**config.mk**
```make
export PLATFORM = sky130hd
export DESIGN_NAME = cycle_length_config_engine
export DESIGN_NICKNAME = d
export VERILOG_FILES = /design/src/common/smc_cfg_pkg.sv /design/src/core/phase_timer.sv /design/src/core/cycle_length_config_engine.sv
export VERILOG_INCLUDE_DIRS = /design/src /design/src/common
export SDC_FILE = /design/constraint.sdc
export NUM_CORES = 1
export LEC_CHECK = 0
export ABC_CLOCK_PERIOD_IN_PS = 3290
export BUFFER_PORTS_ARGS = -buffer_cell sky130_fd_sc_hd__buf_2
export CELL_PAD_IN_SITES_DETAIL_PLACEMENT = 1
export CELL_PAD_IN_SITES_GLOBAL_PLACEMENT = 1
export CORE_UTILIZATION = 42
export CTS_BUF_LIST = sky130_fd_sc_hd__clkbuf_8 sky130_fd_sc_hd__clkbuf_16
export CTS_CLUSTER_SIZE = 8
export DETAILED_ROUTE_END_ITERATION = 8
export PLACE_DENSITY = 0.8
export SYNTH_ARGS = -nofsm -noshare
export SYNTH_HDL_FRONTEND = slang
export SYNTH_HIERARCHICAL = 1
export SYNTH_SLANG_ARGS = --single-unit
```
**constraint.sdc**
```tcl
create_clock -name clk_sys -period 3.29 [get_ports clk_sys]
set_clock_uncertainty 0.05 [all_clocks]
set_input_delay 0.329 -clock clk_sys [delete_from_list [all_inputs] [get_ports clk_sys]]
set_output_delay 0.329 -clock clk_sys [all_outputs]
set_load 0.05 [all_outputs]
```
**src/common/smc_cfg_params.svh**
```systemverilog
// Register offsets, field positions, reset values and the page offset base width.
`ifndef SMC_CFG_PARAMS_SVH
`define SMC_CFG_PARAMS_SVH

// Register offsets (byte addresses on the plain register port).
`define OFS_PULSE 8'h04
`define OFS_CYCLE 8'h08
`define OFS_MODE 8'h0c
`define OFS_STATUS 8'h10

// Pulse register fields.
`define F_SEL_PULSE_HI 30
`define F_SEL_PULSE_LO 24
`define F_STB_PULSE_HI 22
`define F_STB_PULSE_LO 16

// Cycle register fields.
`define F_WR_CYC_HI 8
`define F_WR_CYC_LO 0
`define F_RD_CYC_HI 24
`define F_RD_CYC_LO 16

// Mode register fields.
`define F_RD_CTRL 0
`define F_WR_CTRL 1
`define F_HOLD_HI 5
`define F_HOLD_LO 4
`define F_BYTE_TYPE 8
`define F_WIDTH_HI 13
`define F_WIDTH_LO 12
`define F_FLOAT_HI 19
`define F_FLOAT_LO 16
`define F_FLOAT_OPT 20
`define F_PAGE_EN 24
`define F_PAGE_SZ_HI 29
`define F_PAGE_SZ_LO 28

// Reset values.
`define RST_PULSE 32'h0101_0101
`define RST_CYCLE 32'h0003_0003
`define RST_MODE 32'h0000_1003

// Page offset base width: a 4-byte page has two offset bits.
`define PAGE_BASE_BITS 2

`endif

```
**src/common/smc_cfg_pkg.sv**
```systemverilog
// Types shared by the static memory cycle engine.
package smc_cfg_pkg;
    // Access engine states, Gray coded along idle, pulse, hold.
    typedef enum logic [1:0] {
        ST_IDLE  = 2'b00,
        ST_PULSE = 2'b01,
        ST_HOLD  = 2'b11
    } state_t;

    // External hold handling modes.
    typedef enum logic [1:0] {
        HOLD_OFF    = 2'b00,
        HOLD_RSVD   = 2'b01,
        HOLD_FROZEN = 2'b10,
        HOLD_READY  = 2'b11
    } hold_mode_t;

    // External data bus widths.
    typedef enum logic [1:0] {
        BW_8    = 2'b00,
        BW_16   = 2'b01,
        BW_32   = 2'b10,
        BW_RSVD = 2'b11
    } bus_width_t;
endpackage

```
**src/core/phase_timer.sv**
```systemverilog
// Loadable down counter that times one phase of an access.
`timescale 1ns/1ps
`default_nettype none
module phase_timer #(
    parameter int W = 10
) (
    input  wire logic         clk_sys,
    input  wire logic         rst_n,
    input  wire logic         load,
    input  wire logic [W-1:0] load_val,
    input  wire logic         run,
    output logic      [W-1:0] count
);
    // Load wins over run; the count rests at zero.
    always_ff @(posedge clk_sys) begin
        if (!rst_n) begin
            count <= '0;
        end else if (load) begin
            count <= load_val;
        end else if (run && count != '0) begin
            count <= count - W'(1);
        end
    end
endmodule
`default_nettype wire

```
**src/core/cycle_length_config_engine.sv**
```systemverilog
// Static memory access engine for one chip select with its timing registers.
//
// Chosen here: the plain strobed port and the register offsets.
`timescale 1ns/1ps
`default_nettype none
`include "smc_cfg_params.svh"
module cycle_length_config_engine #(
    parameter int AW = 26,
    parameter int DW = 32
) (
    input  wire logic                        clk_sys,
    input  wire logic                        rst_n,
    input  wire logic [7:0]                  reg_addr,
    input  wire logic [31:0]                 reg_wdata,
    input  wire logic                        reg_wr,
    input  wire logic                        reg_rd,
    output logic      [31:0]                 reg_rdata,
    input  wire logic                        req_valid,
    output logic                             req_ready,
    input  wire logic                        req_write,
    input  wire logic [AW-1:0]               req_addr,
    input  wire logic [3:0]                  req_be,
    input  wire logic [DW-1:0]               req_wdata,
    output logic                             rsp_valid,
    output logic      [DW-1:0]               rsp_rdata,
    output logic                             chip_select_n,
    output logic                             read_strobe_n,
    output logic                             write_strobe_n,
    output logic      [3:0]                  byte_write_strobe_n,
    output logic      [3:0]                  byte_select_n,
    output logic      [AW-1:0]               mem_addr,
    output logic      [DW-1:0]               mem_dout,
    output logic                             mem_doe,
    input  wire logic [DW-1:0]               mem_din,
    input  wire logic                        ext_hold_request_n,
    output logic                             float_busy
);
    import smc_cfg_pkg::*;

    // ****************************************************************
    // Configuration registers
    // ****************************************************************
    logic [31:0] pulse_stage_q;  // Pulse values as last written.
    logic [31:0] cycle_stage_q;  // Cycle values as last written.
    logic [31:0] pulse_act_q;    // Pulse values in force.
    logic [31:0] cycle_act_q;    // Cycle values in force.
    logic [31:0] mode_q;         // Mode values, in force on write.
    logic [31:0] reg_rdata_q;    // Read data, one cycle after the strobe.
    logic        mode_wr;        // Software writes the mode register.

    assign mode_wr = reg_wr && reg_addr == `OFS_MODE;

    // Timing writes are only staged; the mode write moves them into force,
    // so an access never runs on a half-written set of timings.
    always_ff @(posedge clk_sys) begin
        if (!rst_n) begin
            pulse_stage_q <= `RST_PULSE;
            cycle_stage_q <= `RST_CYCLE;
        end else if (reg_wr && reg_addr == `OFS_PULSE) begin
            pulse_stage_q <= reg_wdata;
        end else if (reg_wr && reg_addr == `OFS_CYCLE) begin
            cycle_stage_q <= reg_wdata;
        end
    end

    // Apply staged timings together with the mode value.
    always_ff @(posedge clk_sys) begin
        if (!rst_n) begin
            pulse_act_q <= `RST_PULSE;
            cycle_act_q <= `RST_CYCLE;
            mode_q      <= `RST_MODE;
        end else if (mode_wr) begin
            pulse_act_q <= pulse_stage_q;
            cycle_act_q <= cycle_stage_q;
            mode_q      <= reg_wdata;
        end
    end

    // ****************************************************************
    // Field decode
    // ****************************************************************
    logic [6:0]  sel_pulse_f;   // Read select pulse length field.
    logic [6:0]  stb_pulse_f;   // Read strobe pulse length field.
    logic [8:0]  wr_cyc_f;      // Write cycle length field.
    logic [8:0]  rd_cyc_f;      // Read cycle length field.
    hold_mode_t  hold_mode;     // External hold handling.
    bus_width_t  bus_width;     // External data width.
    logic        byte_wr_type;  // One write strobe per byte lane.
    logic [3:0]  float_cyc;     // Data float time in cycles.
    logic        float_opt;     // Float optimization enable.
    logic        page_en;       // Page-mode reads.
    logic [1:0]  page_sel;      // Page size code.

    assign sel_pulse_f  = pulse_act_q[`F_SEL_PULSE_HI:`F_SEL_PULSE_LO];
    assign stb_pulse_f  = pulse_act_q[`F_STB_PULSE_HI:`F_STB_PULSE_LO];
    assign wr_cyc_f     = cycle_act_q[`F_WR_CYC_HI:`F_WR_CYC_LO];
    assign rd_cyc_f     = cycle_act_q[`F_RD_CYC_HI:`F_RD_CYC_LO];
    assign hold_mode    = hold_mode_t'(mode_q[`F_HOLD_HI:`F_HOLD_LO]);
    assign bus_width    = bus_width_t'(mode_q[`F_WIDTH_HI:`F_WIDTH_LO]);
    assign byte_wr_type = mode_q[`F_BYTE_TYPE];
    assign float_cyc    = mode_q[`F_FLOAT_HI:`F_FLOAT_LO];
    assign float_opt    = mode_q[`F_FLOAT_OPT];
    assign page_en      = mode_q[`F_PAGE_EN];
    assign page_sel     = mode_q[`F_PAGE_SZ_HI:`F_PAGE_SZ_LO];

    // Pulse length is 256 * bit 6 plus bits 5:0, never below one cycle.
    function automatic logic [8:0] pulse_len(input logic [6:0] f);
        logic [8:0] v;
        v = {f[6], 2'b00, f[5:0]};
        pulse_len = (v == 9'h000) ? 9'h001 : v;
    endfunction

    // Cycle length is 256 * bits 8:7 plus bits 6:0.
    function automatic logic [9:0] cycle_len(input logic [8:0] f);
        cycle_len = {f[8:7], 1'b0, f[6:0]};
    endfunction

    // Address with the offset inside the page cleared.
    function automatic logic [AW-1:0] page_base(input logic [AW-1:0] a,
                                                input logic [1:0] ps);
        logic [AW-1:0] m;
        m = {AW{1'b1}} << (`PAGE_BASE_BITS + ps);
        page_base = a & m;
    endfunction

    // ****************************************************************
    // Access setup
    // ****************************************************************
    state_t        state_q;      // Access engine state.
    logic          write_q;      // Current access is a write.
    logic          page_rd_q;    // Current access is a page-mode read.
    logic [3:0]    be_q;         // Byte enables of the current access.
    logic [AW-1:0] addr_q;       // Address of the current access.
    logic [DW-1:0] wdata_q;      // Write data of the current access.
    logic          page_vld_q;   // A page is open on this chip select.
    logic [AW-1:0] page_tag_q;   // Base address of the open page.
    logic          accept;       // A request is taken this cycle.
    logic          page_hit;     // Request lies in the open page.
    logic [9:0]    wr_total;     // Write cycle length.
    logic [9:0]    rd_total;     // Read cycle length.
    logic [8:0]    pulse_ld;     // Pulse phase length for the request.
    logic [9:0]    hold_ld;      // Hold phase length for the request.

    assign wr_total = cycle_len(wr_cyc_f);
    assign rd_total = cycle_len(rd_cyc_f);
    assign page_hit = page_en && page_vld_q
                      && page_base(req_addr, page_sel) == page_tag_q;

    // Split each access into a pulse phase and a hold phase. A write of two
    // cycles or more keeps a hold cycle so the data stays valid past the strobe's rise.
    always_comb begin
        pulse_ld = 9'h001;
        hold_ld  = 10'h000;
        if (req_write) begin
            // The pulse timer is nine bits wide, so a write of 512 cycles
            // or more moves the excess into the hold phase.
            if (wr_total > 10'h1ff) begin
                pulse_ld = 9'h1ff;
                hold_ld  = wr_total - 10'h1ff;
            end else if (wr_total > 10'h001) begin
                pulse_ld = wr_total[8:0] - 9'h001;
                hold_ld  = 10'h001;
            end
        end else if (page_en) begin
            // Page reads ignore the cycle length and carry no hold phase.
            pulse_ld = page_hit ? pulse_len(stb_pulse_f)
                                : pulse_len(sel_pulse_f);
        end else begin
            pulse_ld = pulse_len(sel_pulse_f);
            if (rd_total > {1'b0, pulse_ld}) begin
                hold_ld = rd_total - {1'b0, pulse_ld};
            end
        end
    end

    // Without optimization a new access waits out the whole float time;
    // with it the next access may start, its setup overlapping the float.
    assign req_ready = state_q == ST_IDLE && !(float_busy && !float_opt);
    assign accept    = req_valid && req_ready;

    // Latch the request.
    always_ff @(posedge clk_sys) begin
        if (!rst_n) begin
            write_q   <= 1'b0;
            page_rd_q <= 1'b0;
            be_q      <= 4'h0;
            addr_q    <= '0;
            wdata_q   <= '0;
        end else if (accept) begin
            write_q   <= req_write;
            page_rd_q <= !req_write && page_en;
            be_q      <= req_be;
            addr_q    <= req_addr;
            wdata_q   <= req_wdata;
        end
    end

    // ****************************************************************
    // External inputs and timers
    // ****************************************************************
    logic          hold_meta_q;  // First stage of the hold synchroniser.
    logic          hold_low_q;   // Hold request, synchronised.
    logic [DW-1:0] din_meta_q;   // First stage of the data synchroniser.
    logic [DW-1:0] din_sync_q;   // Read data, synchronised.

    // Both pins are asynchronous to clk_sys. The two-stage delay means the
    // data taken at the pulse end were sampled two cycles earlier, so a
    // read pulse shorter than three cycles returns stale data.
    always_ff @(posedge clk_sys) begin
        if (!rst_n) begin
            hold_meta_q <= 1'b0;
            hold_low_q  <= 1'b0;
            din_meta_q  <= '0;
            din_sync_q  <= '0;
        end else begin
            hold_meta_q <= !ext_hold_request_n;
            hold_low_q  <= hold_meta_q;
            din_meta_q  <= mem_din;
            din_sync_q  <= din_meta_q;
        end
    end

    logic [8:0] pulse_cnt;   // Pulse cycles left.
    logic [9:0] hold_cnt;    // Hold cycles left.
    logic [4:0] float_cnt;   // Bus-busy cycles left after a read.
    logic       freeze;      // Frozen mode stalls the pulse.
    logic       extend;      // Ready mode extends the pulse end.
    logic       pulse_run;   // Pulse phase advances.
    logic       pulse_end;   // Last pulse cycle completes.
    logic       finish;      // Access completes this cycle.
    logic       read_done;   // Read control signal rises next edge.

    // The hold request is looked at only in the pulse phase.
    assign freeze    = state_q == ST_PULSE && hold_mode == HOLD_FROZEN
                       && hold_low_q;
    assign extend    = state_q == ST_PULSE && hold_mode == HOLD_READY
                       && hold_low_q && pulse_cnt == 9'h001;
    assign pulse_run = state_q == ST_PULSE && !freeze && !extend;
    assign pulse_end = pulse_run && pulse_cnt == 9'h001;
    assign finish    = (pulse_end && hold_cnt == 10'h000)
                       || (state_q == ST_HOLD && hold_cnt == 10'h001);
    assign read_done = pulse_end && !write_q;

    phase_timer #(.W(9)) u_pulse (
        .clk_sys  (clk_sys),
        .rst_n    (rst_n),
        .load     (accept),
        .load_val (pulse_ld),
        .run      (pulse_run),
        .count    (pulse_cnt)
    );

    phase_timer #(.W(10)) u_hold (
        .clk_sys  (clk_sys),
        .rst_n    (rst_n),
        .load     (accept),
        .load_val (hold_ld),
        .run      (state_q == ST_HOLD),
        .count    (hold_cnt)
    );

    // Strobe and select rise together here, so the float window opens at
    // the rise of whichever signal controls the read.
    phase_timer #(.W(5)) u_float (
        .clk_sys  (clk_sys),
        .rst_n    (rst_n),
        .load     (read_done),
        .load_val ({1'b0, float_cyc} + 5'h01),
        .run      (1'b1),
        .count    (float_cnt)
    );

    assign float_busy = float_cnt != 5'h00;

    // ****************************************************************
    // Access sequencing
    // ****************************************************************
    // Idle, pulse, then an optional hold phase.
    always_ff @(posedge clk_sys) begin
        if (!rst_n) begin
            state_q <= ST_IDLE;
        end else begin
            case (state_q)
                ST_IDLE: begin
                    if (accept) begin
                        state_q <= ST_PULSE;
                    end
                end
                ST_PULSE: begin
                    if (pulse_end) begin
                        state_q <= (hold_cnt == 10'h000) ? ST_IDLE : ST_HOLD;
                    end
                end
                ST_HOLD: begin
                    if (hold_cnt == 10'h001) begin
                        state_q <= ST_IDLE;
                    end
                end
                default: begin
                    state_q <= ST_IDLE;
                end
            endcase
        end
    end

    // Track the open page; any write, standard read or mode change
    // closes it so the next page read takes the long first access.
    always_ff @(posedge clk_sys) begin
        if (!rst_n) begin
            page_vld_q <= 1'b0;
            page_tag_q <= '0;
        end else if (read_done && page_rd_q) begin
            // Opening wins over a clear in the same cycle.
            page_vld_q <= 1'b1;
            page_tag_q <= page_base(addr_q, page_sel);
        end else if (mode_wr || (accept && (req_write || !page_en))) begin
            page_vld_q <= 1'b0;
        end
    end

    // Capture read data at the pulse end and answer on completion.
    always_ff @(posedge clk_sys) begin
        if (!rst_n) begin
            rsp_valid <= 1'b0;
            rsp_rdata <= '0;
        end else begin
            rsp_valid <= finish;
            if (read_done) begin
                rsp_rdata <= din_sync_q;
            end
        end
    end

    // ****************************************************************
    // Memory pins
    // ****************************************************************
    logic active;   // Pulse phase of any access.
    logic wide;     // Byte lanes are meaningful.

    assign active = state_q == ST_PULSE;
    assign wide   = bus_width == BW_16 || bus_width == BW_32;

    // Page reads keep select and strobe low together for the whole pulse.
    assign chip_select_n  = !active;
    assign read_strobe_n  = !(active && !write_q);
    assign write_strobe_n = !(active && write_q
                              && !(wide && byte_wr_type));
    assign byte_write_strobe_n = (active && write_q && wide && byte_wr_type)
                                 ? ~be_q : 4'hf;
    assign byte_select_n  = (active && wide && !byte_wr_type)
                                 ? ~be_q : 4'hf;
    assign mem_addr = addr_q;
    assign mem_dout = wdata_q;
    assign mem_doe  = write_q && state_q != ST_IDLE;

    // ****************************************************************
    // Register read port
    // ****************************************************************
    // Unmapped offsets read as zero.
    always_ff @(posedge clk_sys) begin
        if (!rst_n) begin
            reg_rdata_q <= 32'h0000_0000;
        end else if (reg_rd) begin
            case (reg_addr)
                `OFS_PULSE:  reg_rdata_q <= pulse_stage_q;
                `OFS_CYCLE:  reg_rdata_q <= cycle_stage_q;
                `OFS_MODE:   reg_rdata_q <= mode_q;
                `OFS_STATUS: reg_rdata_q <= {28'h0, page_vld_q, float_busy,
                                             state_q != ST_IDLE, hold_low_q};
                default:     reg_rdata_q <= 32'h0000_0000;
            endcase
        end
    end

    assign reg_rdata = reg_rdata_q;

    logic [8:0] exp_pulse_q;  // Pulse length loaded for this access.
    always_ff @(posedge clk_sys) begin
        if (!rst_n) begin
            exp_pulse_q <= 9'h000;
        end else if (accept) begin
            exp_pulse_q <= pulse_ld;
        end
    end
endmodule
`default_nettype wire

```
==> impl_metrics.json, run 1 <==
{
  "status": "completed",
  "synth_nets": 1983,
  "fin_ws_ns": 0.316,
  "rows": 70,
  "holdPathStages": 4,
  "place_congestion": 0.872,
  "syn_area_um2": 15600,
  "yosysUniqueCellTypes": 84,
  "routedWlPerCell_um": 19.1,
  "drc": 0,
  "synth-seq-cells": 375,
  "cp-start-kind": "flop",
  "stdcell_count": 2658,
  "final_cell_mix": "nand2_1, dfxtp_1, buf_2",
  "cts.sinks": 375,
  "clock.fmax_mhz": 336,
  "synth_area_leaders": "dfxtp_1, nand2_1, a21boi_0",
  "yosys.area.top_type": "dfxtp_1",
  "async_flop_share": 0,
  "final_hold_viol_count": 0,
  "relSlewSlack": 0.350,
  "drt_iter0_markers": 643,
  "finalCriticalPeriod_ns": 2.97,
  "dp_cells": 2475,
  "post-place-ws_ns": 0.257,
  "drt_first_pass_iters": 5,
  "r2r_cells": 12,
  "critPathKind": "reg -> out",
  "cp.required_ns": 2.91,
  "portBuffers": 277,
  "slew_viol_final": 0,
  "crit_arrival_ns": 2.60,
  "yosys.area.top_type_share": 0.480,
  "cpMaxStageDelayCell": "nor3_1",
  "clock_latency_ns": 0.58,
  "die_h_um": 195,
  "via_per_inst": 5.31,
  "finalSetupTns_ns": 0,
  "critPathMaxStageDelay_ns": 0.68,
  "clk_pin_slew_worst_paths_ns": 0.05,
  "hold_path.class": "in -> reg",
  "start_util": 0.427,
  "rsz0062_at_grt": "false",
  "syn_to_final_growth_pct": 27.9,
  "powerDensity_nw_per_um2": 662,
  "antenna_found_initial": 0,
  "io_pins": 278,
  "finalWirelength_um": 50700,
  "synth_flop_cell": "dfxtp_1",
  "power.leakage_nw": 7.85,
  "cts_setup_buffers": 0,
  "ys_warn_count": 6,
  "grt_max_degree": 125,
  "fillers": 4296,
  "cts-root-buf": "clkbuf_16",
  "cts_tree": "done",
  "grt_pass1_wl_um": 81500,
  "numCtsBuffers": 52,
  "dpl.hpwl_um": 32000,
  "maxCapViolations": 0,
  "fin_area_um2": 20000,
  "path_cells": "xor2_1, nand2_1, nor3_1, nand2_1, buf_2",
  "ys_seq_area_frac": 0.480,
  "syn_inst": 1826,
  "grt_usage": 0.267,
  "coreArea_um2": 36600,
  "vdd_drop_max_mv": 0.368,
  "crit_top_cell": "nand2_1",
  "die_area_um2": 38000,
  "setup_viol": 0,
  "clockBufferDepth": 3,
  "die_x_um": 195,
  "num_vias": 14112,
  "avgSynthCellArea_um2": 8.57,
  "diodes": 0,
  "nets": 2345,
  "worstPathMaxFanout": 4,
  "grt_pass1_vias": 15253,
  "place_area_um2": 17400,
  "synth_edf_count": 0,
  "final_common_cell": "nand2_1",
  "regToRegSetupSlack_ns": 0.35,
  "drive_gt1_frac": 0.195,
  "final_util": 0.547,
  "ant_nets": 0,
  "cp-end-kind": "output pin",
  "htree_levels": 2,
  "tightestPinTransition_ns": 0.975,
  "overflow": 0,
  "fin_crit_sh": 0.904
}
-- flip-flops by register name, indices dropped and copies added, names as in the netlist, 4 cells and up --
register / flops
be_q: 4
cycle_act_q: 18
cycle_stage_q: 32
din_meta_q: 32
din_sync_q: 32
mem_addr: 26
mem_dout: 32
mode_q: 32
page_tag_q: 25
pulse_act_q: 14
pulse_stage_q: 32
reg_rdata: 32
rsp_rdata: 32
u_float/count: 5
u_hold/count: 10
u_pulse/count: 9
-- area by class of cell --
class | count | area, um2 | area share
multi-input combinational | 1296 | 7530 | 0.376
inverter | 31 | 116 | 0.00581
clock buffer | 53 | 1330 | 0.0663
timing repair buffer | 432 | 2930 | 0.146
clock inverter | 3 | 21.3 | 0.00106
tap | 468 | 586 | 0.0293
sequential | 375 | 7510 | 0.375
-- synth_stat cells, types with 7 or more instances --
cell type and instances:
nand3_1 36, nor2_1 35, nor3_1 13, and2_1 68
clkbuf_1 101, a22oi_1 32, xnor2_1 24, nor4_1 8
a21boi_0 222, nor2b_1 10, o221ai_1 7, buf_2 17
inv_1 28, o21ai_0 58, a21boi_1 9, xor2_1 24
nand4_1 10, mux2_2 32, nand2_1 556, mux2i_1 10
ha_1 15, a21oi_1 21, o211ai_1 7, dfxtp_1 375
-- cells by family after synthesis --
logic type / share of synthesized area
AO/OA/AOI/OAI: 0.186
buffers and inverters: 0.0400
multiplexers: 0.0311
other: 0.000240
adder cells (fa/ha/maj): 0.0133
AND/OR/NAND/NOR: 0.223
flip-flops: 0.480
XOR/XNOR: 0.0269
-- what timing repair did --
| action | 4_1_cts | 5_1_grt |
|---|---|---|
| resized for setup | 0 | 1 |
| setup endpoints to repair | 0 | 2 |
| hold buffers | 127 | 0 |
| hold endpoints to repair | 186 | 0 |
-- final timing paths --
| check | from | end |
|---|---|---|
| setup / recovery | mode_q[13] | byte_write_strobe_n[1] |
| hold / removal | reg_rd | reg_rdata[5] |
| setup reg to reg | pulse_act_q[25] | u_hold/count[8] |
| hold reg to reg | din_meta_q[18] | din_sync_q[18] |
-- report_power, final --
group,leakage [nW],internal (mW),switching (mW)
logic,4.14,1.00,2.30
clock network,0.668,2.80,1.88
registers,3.05,4.93,0.333
total,7.85,8.73,4.52
-- metal layers --
layer	share of wire	track usage	vias to the layer above
met4	0.027	0.0887	0
met2	0.50	0.478	326
met3	0.042	0.0463	84
met5	0	0	-
met1	0.43	0.322	6901
li1	-	-	6801
-- through the flow --
step / power (mW) / hold slack, ns
3_5_place_dp: 8.46 / 0.371
4_1_cts: 13.3 / 0.0509
3_3_place_gp: 8.36 / 0.363
5_1_grt: 13.8 / 0.0996
6_report: 13.2 / 0.0943
2_1_floorplan: 7.53 / 0.351
-- critical path: cells and delay by family, from the launching register on --
family / cells / cell delay (ns)
xor+xnor: 1 / 0.41
flops: 1 / 0.37
buf+inv: 1 / 0.25
simple gates: 3 / 0.99
Power figures use the tool's default switching activity.
==> inputs of run 2 (changes only) <==
--- a/config.mk
+++ b/config.mk
@@ -6,11 +6,9 @@
 export SDC_FILE = /design/constraint.sdc
 export NUM_CORES = 1
 export LEC_CHECK = 0
-export ABC_CLOCK_PERIOD_IN_PS = 3290
+export ABC_CLOCK_PERIOD_IN_PS = 3100
 export BUFFER_PORTS_ARGS = -buffer_cell sky130_fd_sc_hd__buf_2
-export CELL_PAD_IN_SITES_DETAIL_PLACEMENT = 1
-export CELL_PAD_IN_SITES_GLOBAL_PLACEMENT = 1
-export CORE_UTILIZATION = 42
+export CORE_UTILIZATION = 56
 export CTS_BUF_LIST = sky130_fd_sc_hd__clkbuf_8 sky130_fd_sc_hd__clkbuf_16
 export CTS_CLUSTER_SIZE = 8
 export DETAILED_ROUTE_END_ITERATION = 8
==> constraint.sdc (replaced) <==
create_clock -name clk_sys -period 3.1 [get_ports clk_sys]
set_clock_uncertainty 0.05 [all_clocks]
set_input_delay 0.31 -clock clk_sys [delete_from_list [all_inputs] [get_ports clk_sys]]
set_output_delay 0.31 -clock clk_sys [all_outputs]
set_load 0.05 [all_outputs]
==> impl_metrics.json, run 2 (synthesized netlist as in run 1, its figures left out) <==
{
  "status": "completed",
  "ant_nets": 0,
  "clockBufferDepth": 3,
  "slew_viol_final": 0,
  "cts_tree": "done",
  "final_common_cell": "nand2_1",
  "drt_first_pass_iters": 5,
  "rows": 60,
  "worstPathMaxFanout": 10,
  "finalCriticalPeriod_ns": 2.80,
  "drt_iter0_markers": 885,
  "rsz0062_at_grt": "false",
  "clock_latency_ns": 0.55,
  "final_hold_viol_count": 0,
  "drive_gt1_frac": 0.196,
  "tightestPinTransition_ns": 0.899,
  "vdd_drop_max_mv": 0.407,
  "clk_pin_slew_worst_paths_ns": 0.05,
  "crit_arrival_ns": 3.20,
  "whs_ns": 0.00970,
  "syn_to_final_growth_pct": 26.0,
  "die_x_um": 169,
  "nets": 2329,
  "cp-end-kind": "flop",
  "cts-root-buf": "clkbuf_16",
  "num_vias": 13958,
  "path_buf_inv": 0,
  "cp.required_ns": 3.50,
  "place_congestion": 0.896,
  "drc": 0,
  "overflow": 0,
  "powerDensity_nw_per_um2": 698,
  "clock.fmax_mhz": 357,
  "htree_levels": 2,
  "final_cell_mix": "nand2_1, dfxtp_1, buf_2",
  "cts.sinks": 375,
  "grt_pass1_wl_um": 67000,
  "relSlewSlack": 0.394,
  "hold_path.class": "in -> reg",
  "die_area_um2": 28600,
  "routedWlPerCell_um": 16.8,
  "cp-start-kind": "flop",
  "via_per_inst": 5.48,
  "antenna_found_initial": 1,
  "grt_usage": 0.289,
  "grt_pass1_vias": 13443,
  "finalSetupTns_ns": 0,
  "io_pins": 278,
  "crit_family": "compound AO/OA/AOI/OAI gates",
  "maxCapViolations": 0,
  "critPathKind": "reg -> reg",
  "cpMaxStageDelayCell": "dfxtp_1",
  "crit_top_cell": "o21ai_0",
  "numCtsBuffers": 52,
  "portBuffers": 277,
  "fin_crit_sh": 0.902,
  "critPathMaxStageDelay_ns": 0.40,
  "die_h_um": 169,
  "dpl.hpwl_um": 26900,
  "path_cells": "nor4_1, a31o_2, ha_1, fa_1, nand3b_1, a21o_1, a31oi_1, o32a_1, o21ai_2, o21ai_0, o21ai_0, a21oi_1",
  "start_util": 0.576,
  "setup_viol": 0,
  "finalWirelength_um": 42700,
  "power.leakage_nw": 7.78,
  "grt_max_degree": 114,
  "coreArea_um2": 27200
}
-- run 2: path summary, 6_finish.rpt --
kind              startpoint                 to  slack [ns]  depth (start not counted)
max reg2reg  pulse_act_q[25]    u_hold/count[8]        0.30                         12
min reg2reg   din_meta_q[14]     din_sync_q[14]        0.38                          1
min            reg_wdata[15]  cycle_stage_q[15]        0.01                          3
max          pulse_act_q[25]    u_hold/count[8]        0.30                         12
-- run 2: metal layers --
layer,part of all wire,global-route usage
met1,0.41,0.348
met2,0.49,0.515
met3,0.069,0.0480
met4,0.030,0.111
met5,0,0
-- run 2: worst min-delay path, cell delays in order --
cell,delay (ns)
buf_2,0.11
nand2_1,0.05
a21boi_0,0.07
-- run 2: cell type report --
| cell class | instances | area, um2 |
|---|---|---|
| Clock inverter | 1 | 3.75 |
| Clock buffer | 53 | 1330 |
| Multi-Input combinational cell | 1296 | 7530 |
| Tap cell | 372 | 465 |
| Antenna cell | 1 | 2.50 |
| Timing Repair Buffer | 416 | 2760 |
| Inverter | 31 | 116 |
| Fill cell | 1996 | 7460 |
| Sequential cell | 375 | 7510 |
-- run 2: report_power, final --
group	switching, mW	internal (mW)	leakage, nW	total [mW]
Combinational	2.32	1.05	4.07	3.37
Clock	1.86	2.96	0.658	4.82
Sequential	0.335	5.23	3.05	5.56
-- run 2: through the flow --
| stage | cell area, um2 | setup WS, ns | util | power [mW] | cells |
|---|---|---|---|---|---|
| CTS | 19700 | 0.170 | 0.725 | 13.8 | 2544 |
| floorplan | 15600 | 0.269 | - | 8.00 | 1826 |
| detailed placement | 17300 | 0.169 | 0.636 | 8.85 | 2380 |
| global placement | 17300 | 0.274 | 0.636 | 8.76 | 2380 |
| finish | 19700 | 0.303 | 0.725 | 13.8 | 2545 |
| global route | 19700 | 0.127 | 0.725 | 14.3 | 2545 |
-- run 2: what timing repair did --
item / CTS / global route
resized for setup: 0 / 1
setup endpoints to repair: 0 / 2
hold endpoints to repair: 135 / 0
hold buffers: 110 / 0
buffers inserted: 0 / 0
